`config.mk`:
```
export PLATFORM = sky130hd
export DESIGN_NAME = rrx_exec
export DESIGN_NICKNAME = d
export VERILOG_FILES = /design/src/verilog/rrx_pkg.sv /design/src/verilog/rrx_decode.sv /design/src/verilog/rrx_exec.sv
export SDC_FILE = /design/constraint.sdc
export NUM_CORES = 1
export LEC_CHECK = 0
export BUFFER_PORTS_ARGS = -buffer_cell sky130_fd_sc_hd__buf_2
export CAP_MARGIN = 15
export CELL_PAD_IN_SITES_DETAIL_PLACEMENT = 1
export CELL_PAD_IN_SITES_GLOBAL_PLACEMENT = 1
export CORE_ASPECT_RATIO = 1.1
export CORE_MARGIN = 2
export CORE_UTILIZATION = 30
export DETAILED_ROUTE_END_ITERATION = 10
export PLACE_DENSITY_LB_ADDON = 0.1
export SLEW_MARGIN = 20
export SYNTH_ARGS = -nofsm -noshare
export SYNTH_HDL_FRONTEND = slang
export SYNTH_SLANG_ARGS = --single-unit
```
`constraint.sdc`:
```
create_clock -name clock -period 1.8 [get_ports clock]
set_input_delay 0.27 -clock clock [delete_from_list [all_inputs] [get_ports clock]]
set_output_delay 0.27 -clock clock [all_outputs]
set_load 0.02 [all_outputs]
```
`src/verilog/rrx_pkg.sv`:
```
package rrx_pkg;

  // ************************************************************
  // Instruction word layout
  // ************************************************************
  localparam int unsigned INSN_W     = 14;
  localparam int unsigned DATA_W     = 8;
  localparam int unsigned FADDR_W    = 7;
  localparam int unsigned PC_W       = 13;
  localparam int unsigned DEST_BIT   = 7;
  localparam int unsigned LIT_LSB    = 0;
  localparam int unsigned FADDR_LSB  = 0;

  // Opcode match patterns and masks
  localparam logic [13:0] RETLIT_MASK = 14'h3c00;
  localparam logic [13:0] RETLIT_PAT  = 14'h3400;
  localparam logic [13:0] RETURN_MASK = 14'h3fff;
  localparam logic [13:0] RETURN_PAT  = 14'h0008;
  localparam logic [13:0] ROT_MASK    = 14'h3f00;
  localparam logic [13:0] ROTL_PAT    = 14'h0d00;
  localparam logic [13:0] ROTR_PAT    = 14'h0c00;

  // ************************************************************
  // Timing
  // ************************************************************
  localparam int unsigned RET_CYCLES = 2;
  localparam int unsigned ROT_CYCLES = 1;

  // ************************************************************
  // Reset values
  // ************************************************************
  localparam logic [7:0]  ACC_RST   = 8'h00;
  localparam logic [12:0] PC_RST    = 13'h0000;
  localparam logic        CARRY_RST = 1'b0;

  typedef enum logic [2:0] {
    RRX_OP_NONE   = 3'b000,
    RRX_OP_RETLIT = 3'b001,
    RRX_OP_RETURN = 3'b010,
    RRX_OP_ROTL   = 3'b011,
    RRX_OP_ROTR   = 3'b100
  } rrx_op_e;

  // Decoded instruction fields
  typedef struct packed {
    rrx_op_e      op;
    logic         dest_file;
    logic [6:0]   faddr;
    logic [7:0]   literal;
  } rrx_dec_s;

  // Write-back to the file register array
  typedef struct packed {
    logic         we;
    logic [6:0]   addr;
    logic [7:0]   data;
  } rrx_fwr_s;

endpackage
```
`src/verilog/rrx_decode.sv`:
```
`timescale 1ns/1ps
module rrx_decode (
  input  wire logic [13:0]       insn,
  output rrx_pkg::rrx_dec_s      dec
);
  import rrx_pkg::*;

  // ************************************************************
  // Opcode classification
  // ************************************************************
  function automatic logic match(input logic [13:0] w, input logic [13:0] m,
                                 input logic [13:0] p);
    match = ((w & m) == p);
  endfunction

  wire logic is_retlit = match(insn, RETLIT_MASK, RETLIT_PAT);
  wire logic is_return = match(insn, RETURN_MASK, RETURN_PAT);
  wire logic is_rotl   = match(insn, ROT_MASK, ROTL_PAT);
  wire logic is_rotr   = match(insn, ROT_MASK, ROTR_PAT);

  assign dec.op = is_retlit ? RRX_OP_RETLIT :
                  is_return ? RRX_OP_RETURN :
                  is_rotl   ? RRX_OP_ROTL   :
                  is_rotr   ? RRX_OP_ROTR   : RRX_OP_NONE;
  assign dec.dest_file = insn[DEST_BIT];
  assign dec.faddr     = insn[FADDR_LSB +: FADDR_W];
  assign dec.literal   = insn[LIT_LSB +: DATA_W];

endmodule

```
`src/verilog/rrx_exec.sv`:
```
`timescale 1ns/1ps
module rrx_exec (
  input  wire logic              clock,
  input  wire logic              srst,
  input  wire logic              ce,
  input  wire logic              insn_valid,
  input  wire logic [13:0]       insn,
  input  wire logic [12:0]       stack_head,
  input  wire logic [7:0]        fdata,
  output logic                   insn_ready,
  output logic                   stack_pop,
  output logic                   pc_load,
  output logic [12:0]            pc_value,
  output logic [7:0]             acc,
  output logic                   carry,
  output rrx_pkg::rrx_fwr_s      fwr,
  output logic [6:0]             fraddr
);
  import rrx_pkg::*;

  // ************************************************************
  // Decode
  // ************************************************************
  rrx_dec_s dec;

  rrx_decode u_dec (
    .insn (insn),
    .dec  (dec)
  );

  typedef enum logic [0:0] {
    RRX_ST_RUN  = 1'b0,
    RRX_ST_WAIT = 1'b1
  } rrx_st_e;

  rrx_st_e     st_r, st_nxt;
  logic [7:0]  acc_r;
  logic        carry_r;
  logic        pop_r;
  logic        pcl_r;
  logic [12:0] pc_r;
  logic        rdy_r;
  rrx_fwr_s    fwr_r;

  // File read address is combinational so fdata is valid in the issue cycle
  // Back-to-back use of one register relies on the file forwarding fwr
  assign fraddr = dec.faddr;

  wire logic take      = ce && insn_valid && (st_r == RRX_ST_RUN);
  wire logic do_retlit = take && (dec.op == RRX_OP_RETLIT);
  wire logic do_return = take && (dec.op == RRX_OP_RETURN);
  wire logic do_ret    = do_retlit || do_return;
  wire logic do_rotl   = take && (dec.op == RRX_OP_ROTL);
  wire logic do_rotr   = take && (dec.op == RRX_OP_ROTR);
  wire logic do_rot    = do_rotl || do_rotr;

  // ************************************************************
  // Rotate datapath
  // ************************************************************
  wire logic [7:0] rotl_val = {fdata[6:0], carry_r};
  wire logic [7:0] rotr_val = {carry_r, fdata[7:1]};
  wire logic [7:0] rot_val  = do_rotl ? rotl_val : rotr_val;
  wire logic       rot_cout = do_rotl ? fdata[7] : fdata[0];

  wire logic [7:0] acc_nxt =
    do_retlit                     ? dec.literal :
    (do_rot && !dec.dest_file)    ? rot_val     :
                                    acc_r;
  wire logic carry_nxt = do_rot ? rot_cout : carry_r;

  always_comb begin
    st_nxt = st_r;
    unique case (st_r)
      RRX_ST_RUN:  if (do_ret) st_nxt = RRX_ST_WAIT;
      RRX_ST_WAIT: if (ce) st_nxt = RRX_ST_RUN;
    endcase
  end

  // ************************************************************
  // State
  // ************************************************************
  // Control: sequencing and the stack and program counter handshake
  always_ff @(posedge clock) begin
    if (srst) begin
      st_r  <= RRX_ST_RUN;
      pop_r <= 1'b0;
      pcl_r <= 1'b0;
      pc_r  <= PC_RST;
      rdy_r <= 1'b1;
    end else if (ce) begin
      st_r  <= st_nxt;
      pop_r <= do_ret;
      pcl_r <= do_ret;
      if (do_ret) begin
        pc_r <= stack_head;
      end
      // Second cycle of a return is a dead slot
      rdy_r <= (st_nxt == RRX_ST_RUN);
    end
  end

  // Accumulator and carry
  always_ff @(posedge clock) begin
    if (srst) begin
      acc_r   <= ACC_RST;
      carry_r <= CARRY_RST;
    end else if (ce) begin
      acc_r   <= acc_nxt;
      carry_r <= carry_nxt;
    end
  end

  // File write-back, one pulse per rotate that targets the file
  always_ff @(posedge clock) begin
    if (srst) begin
      fwr_r <= '0;
    end else if (ce) begin
      fwr_r.we   <= do_rot && dec.dest_file;
      fwr_r.addr <= dec.faddr;
      fwr_r.data <= rot_val;
    end
  end

  assign insn_ready = rdy_r;
  assign stack_pop  = pop_r;
  assign pc_load    = pcl_r;
  assign pc_value   = pc_r;
  assign acc        = acc_r;
  assign carry      = carry_r;
  assign fwr        = fwr_r;
endmodule

```
==> flow_metrics.py, run 1 <==
metrics = {
    "timing": {
        "max_freq_mhz": 611,
        "layout_setup_ws_ns": 0.163,
        "fin_skew_ns": 0.00606,
        "finalSetupViolCount": 0,
        "rsz0062_at_grt": "false",
        "period_needed_ns": 1.64,
        "finalSetupTns_ns": 0,
        "hold_viol_final": 0,
        "worst_pin_slew_ns": 0.359,
        "period_share_pct": 90.9,
        "slew_headroom_pct": 75.4,
        "slew_violations": 0,
    },
    "power": {
        "power_frac_comb_pct": 16.3,
        "p_sw_uw": 555,
        "power_uw": 2080,
        "seq_power_share_pct": 46.0,
        "p_int_uw": 1530,
        "p_leak_uw": 0.00125,
        "p_sw_share_pct": 26.6,
        "peakVddDrop_mv": 0.270,
        "power_density_mw_per_mm2": 743,
        "clockPowerShare_pct": 37.7,
    },
    "floorplan": {
        "die-area_mm2": 0.00771,
        "core_area_mm2": 0.00693,
        "io_pins": 87,
        "dieHeight_um": 91.9,
        "rows": 32,
        "start_util_pct": 30.4,
        "die_w_um": 83.9,
    },
    "place": {
        "hpwl_um": 4960,
        "pre_cts_ws_ns": -0.112,
        "place_congestion": 0.730,
        "portBuffers": 86,
    },
    "worst_setup_path": {
        "r2r_cells": 5,
        "worst-path-max-fanout": 16,
        "r2r_end": "acc[4]",
        "startpoint_type": "flop",
        "timing.rr.start": "st_r",
        "crit_path_end_kind": "flop",
        "crit_required_ns": 1.97,
        "critPathKind": "reg -> reg",
        "cp_data_arrival_time_ns": 1.80,
        "regToRegSetupSlack_ns": 0.16,
    },
    "global_route": {
        "grt_usage_pct": 17.6,
        "overflow": 0,
        "first_global_vias": 2157,
        "grt_pass1_wl_um": 10900,
        "grt_max_degree": 28,
        "antenna_found_initial": 0,
    },
    "cts": {
        "hold_buffers": 0,
        "cts_tree": "built",
        "cts_buffers": 5,
        "post-cts-setup-buffers": 0,
        "cts_sinks": 41,
        "clockRootBuffer": "clkbuf_8",
        "path_clk_slew_ns": 0.08,
        "clk_latency_ns": 0.29,
        "h-tree-depth": 2,
        "clockBufferDepth": 2,
        "cts-resized-gates": 0,
    },
    "layout": {
        "area_growth_pct": 33.2,
        "drive_gt1_share_pct": 37.5,
        "nets": 369,
        "fillers": 861,
        "num_antenna_cells": 0,
    },
    "synth": {
        "yosys.area.top_type_share_pct": 39.0,
        "synth.area.top_cells": "dfxtp_1 39%, mux2i_1 7.6%, nor2_1 6.8%",
        "synthDistinctLibCells": 34,
        "postSynthCellCount": 244,
        "synth_area_mm2": 0.00211,
        "ys_seq_area_share_pct": 39.0,
        "synth-async-reset-ratio_pct": 0,
        "synth_top_area_cell": "dfxtp_1",
        "synth_edf_count": 0,
        "yosysWarnings": 0,
        "synthFlopType": "dfxtp_1",
        "post_synth.cell_area_avg_um2": 8.63,
        "ys_ff_latch": 41,
        "synth_nets": 283,
    },
    "routing": {
        "wirelength_um": 6710,
        "num_vias": 2179,
        "via_per_inst": 5.24,
        "drtIter0Drc": 55,
        "drt_pre_antenna_iters": 4,
        "drt.antenna.violating_nets": 0,
        "drc_errors": 0,
        "detail_route.wl_per_cell_um": 16.1,
    },
    "status": {
        "status": "finished, final reports clean",
    },
    "worst_hold_path": {
        "min_path_type": "in -> reg",
        "hold_depth": 3,
        "hold_start": "stack_head[2]",
        "worstHoldEndpoint": "pc_value[2]",
    },
    "run": {
        "max_cap_violations": 0,
    },
}
## final cells by class
| type | count | area [um^2] | area share [%] |
|---|---|---|---|
| clock buffers | 7 | 86.3 | 3.08 |
| clock inverters | 1 | 30.0 | 1.07 |
| inverters | 2 | 7.51 | 0.268 |
| multi-input cells | 170 | 1120 | 39.8 |
| flip-flops and latches | 41 | 821 | 29.3 |
| well taps | 85 | 106 | 3.79 |
| repair buffers | 110 | 636 | 22.7 |
## worst max-delay path by stage
stage	startpoint	to	slack [ns]	depth (start not counted)
final	st_r	acc[4]	0.16	5
after global routing	st_r	acc[4]	0.03	5
after CTS	st_r	acc[4]	0.16	5
after detailed placement	insn[0]	insn_ready	-0.11	6
after global placement	insn[0]	insn_ready	-0.07	6
after floorplan	insn[0]	pc_value[10]	0.07	5
## cell usage in the layout, fill, tap and decap left out, types with 2 or more instances in the layout
cell and n:
nor4_4 2, nand4_1 13, dfxtp_1 41, a311oi_1 8, a2111oi_0 6, a2111oi_2 2, buf_12 2, nand3_1 8
clkbuf_8 6, nand2_1 10, nand2b_1 15, nor3_1 9, a31oi_1 13, o311ai_0 13, mux2i_1 16, buf_2 86
nor2_1 38, or4_1 2, a21oi_1 3, buf_4 22
## cells by family (layout without fill, tap and decap cells)
kind of cell,count (synthesis),count (layout),synth area share [%]
AND/OR/NAND/NOR,106,106,27.3
AO/OA/AOI/OAI,48,48,18.2
flip-flops,41,41,39.0
buffers and inverters,33,120,7.96
multiplexers,16,16,7.61
## through the flow
step / instances / instance area (um^2) / hold WS, ns / utilization, %
detailed placement: 408 / 2690 / 0.479 / 38.8
finish: 416 / 2800 / 0.233 / 40.5
global placement: 408 / 2690 / 0.471 / 38.8
global route: 416 / 2800 / 0.230 / 40.5
floorplan: 244 / 2110 / 0.409 / -
CTS: 416 / 2800 / 0.220 / 40.5
## sequential cells by signal, summed over array words and instances, names as in the netlist
register and flops:
pc_load 1, pc_value 13, acc 8, fwr 16, st_r 1, carry 1
insn_ready 1
## worst max-delay path, cell delays in order, from the launching register on
cell	delay, ns
dfxtp_1	0.33
nand3b_1	0.25
nor4_4	0.34
buf_12	0.18
nor3_1	0.05
a2111oi_0	0.36
## power by group through the flow
stage | Combinational, uW | Clock, uW | Sequential [uW]
2_1_floorplan | 145 | 0 | 1020
3_3_place_gp | 338 | 0 | 980
3_5_place_dp | 344 | 0 | 981
4_1_cts | 345 | 813 | 960
5_1_grt | 371 | 851 | 964
6_report | 340 | 785 | 959
## cell usage after synthesis (all sizes together) (2+ instances only)
cell,n
a2111oi,8
a21oi,3
a311oi,8
a31oi,13
buf,16
clkbuf,15
dfxtp,41
mux2i,16
nand2,10
nand2b,15
nand3,8
nand4,13
nor2,38
nor3,9
nor4,2
o311ai,13
or3,2
or4,2
## metal layers
metal	vias up	GRT usage [%]	wire length, um
met4	0	5.24	103
met5	-	0	0
met1	1040	22.1	2990
met3	8	3.96	302
met2	58	30.1	3320
li1	1073	-	-
Power figures use the tool's default switching activity.
==> inputs of run 2 (changes only) <==
- clock period: 1.8 -> 2 ns (I/O delays scaled with it)
==> flow_metrics.py, run 2 (synthesis gave the netlist of run 1 again) <==
metrics = {
    "global_route": {
        "grt_pass1_wl_um": 10600,
        "grt_max_degree": 28,
        "antenna_found_initial": 0,
        "first_global_vias": 2123,
        "overflow": 0,
        "grt_usage_pct": 17.0,
    },
    "place": {
        "hpwl_um": 4790,
        "place_congestion": 0.714,
        "dpl-instance-area_mm2": 0.00262,
        "pre_cts_ws_ns": 0.0750,
        "portBuffers": 86,
    },
    "cts": {
        "clk_latency_ns": 0.30,
        "hold_buffers": 0,
        "cts_buffers": 5,
        "clockRootBuffer": "clkbuf_8",
        "h-tree-depth": 2,
        "clockBufferDepth": 2,
        "post-cts-setup-buffers": 0,
        "cts_sinks": 41,
        "path_clk_slew_ns": 0.09,
        "cts_tree": "built",
        "cts-resized-gates": 0,
    },
    "timing": {
        "period_needed_ns": 1.65,
        "max_freq_mhz": 604,
        "finalSetupTns_ns": 0,
        "finalSetupViolCount": 0,
        "layout_setup_ws_ns": 0.345,
        "hold_viol_final": 0,
        "rsz0062_at_grt": "false",
        "slew_violations": 0,
        "slew_headroom_pct": 72.9,
        "worst_pin_slew_ns": 0.396,
        "fin_skew_ns": 0.00413,
        "hold_ws_ns": 0.257,
        "period_share_pct": 82.7,
    },
    "layout": {
        "stdcell_area_mm2": 0.00270,
        "largest_reg_flops": 16,
        "drive_gt1_share_pct": 36.2,
        "area_growth_pct": 28.3,
        "num_antenna_cells": 0,
        "final_cell_mix": "86 x buf_2, 41 x dfxtp_1, 38 x nor2_1",
        "nets": 361,
        "final_common_cell": "buf_2",
    },
    "floorplan": {
        "core_area_mm2": 0.00693,
        "rows": 32,
        "start_util_pct": 30.4,
        "die-area_mm2": 0.00771,
        "die_w_um": 83.9,
        "io_pins": 87,
        "dieHeight_um": 91.9,
    },
    "worst_setup_path": {
        "crit_path_end_kind": "flop",
        "startpoint_type": "flop",
        "timing.rr.start": "st_r",
        "worst-path-max-fanout": 16,
        "cp_data_arrival_time_ns": 1.82,
        "critPathKind": "reg -> reg",
        "crit_required_ns": 2.17,
        "r2r_cells": 5,
        "regToRegSetupSlack_ns": 0.35,
        "r2r_end": "acc[4]",
    },
    "status": {
        "status": "finished, final reports clean",
    },
    "power": {
        "peakVddDrop_mv": 0.300,
        "p_leak_uw": 0.00120,
        "power_density_mw_per_mm2": 635,
    },
    "routing": {
        "detail_route.wl_per_cell_um": 16.0,
        "drt.antenna.violating_nets": 0,
        "drtIter0Drc": 52,
        "drt_pre_antenna_iters": 4,
        "num_vias": 2153,
        "via_per_inst": 5.28,
        "drc_errors": 0,
        "wirelength_um": 6520,
    },
    "worst_hold_path": {
        "min_path_type": "in -> reg",
        "worstHoldEndpoint": "pc_value[7]",
        "hold_start": "stack_head[7]",
        "hold_depth": 3,
    },
    "run": {
        "max_cap_violations": 0,
    },
}
[run 2: cell types whose count changed in the layout (fill, tap and decap cells not counted)]
cell        delta
buf_4          -7
clkinv_2       +2
buf_12         -1
bufinv_16      -1
clkbuf_1       -1
clkbuf_8       -1
clkinvlp_4     +1
[run 2: worst max-delay path, stage by stage (launching register included)]
cell and delay (ns):
dfxtp_1 0.33, nand3b_1 0.23, nor4_4 0.27, buf_4 0.24, nor3_1 0.06, a2111oi_0 0.39
[run 2: through the flow]
stage / utilization, % / instances / total power (uW)
final: 39.0 / 408 / 1710
after global routing: 39.0 / 408 / 1800
after CTS: 39.0 / 408 / 1740
after detailed placement: 37.8 / 400 / 1180
after global placement: 37.8 / 400 / 1170
after floorplan: - / 244 / 1050
[run 2: worst max path at each step]
stage / start / slack, ns / end
after detailed placement: insn[13] / 0.08 / acc[4]
final: st_r / 0.35 / acc[4]
after global placement: insn[1] / 0.12 / insn_ready
after global routing: st_r / 0.21 / acc[7]
after CTS: st_r / 0.33 / acc[4]
after floorplan: insn[0] / 0.24 / pc_value[10]
[run 2: report_power, final]
part           switching, uW  internal, uW  total, uW  leakage (uW)
Combinational            178           110        289      0.000817
Sequential              15.8           848        863      0.000334
Clock                    321           242        562     0.0000439
Total                    515          1200       1710       0.00120
[run 2: area by class of cell]
type                       count  area (um^2)
clock buffer                   5         68.8
clock inverter                 3         17.5
fill                         852         4230
inverter                       2         7.51
multi-input combinational    170         1120
sequential                    41          821
tap                           85          106
timing repair buffer         102          563
[run 2: layer usage]
layer | track usage (%) | vias to the layer above | share of wire (%)
met5 | 0 | - | 0
met4 | 3.63 | 0 | 0.81
met3 | 3.87 | 5 | 4.4
met2 | 29.4 | 50 | 50
met1 | 21.7 | 1036 | 45
li1 | - | 1062 | -
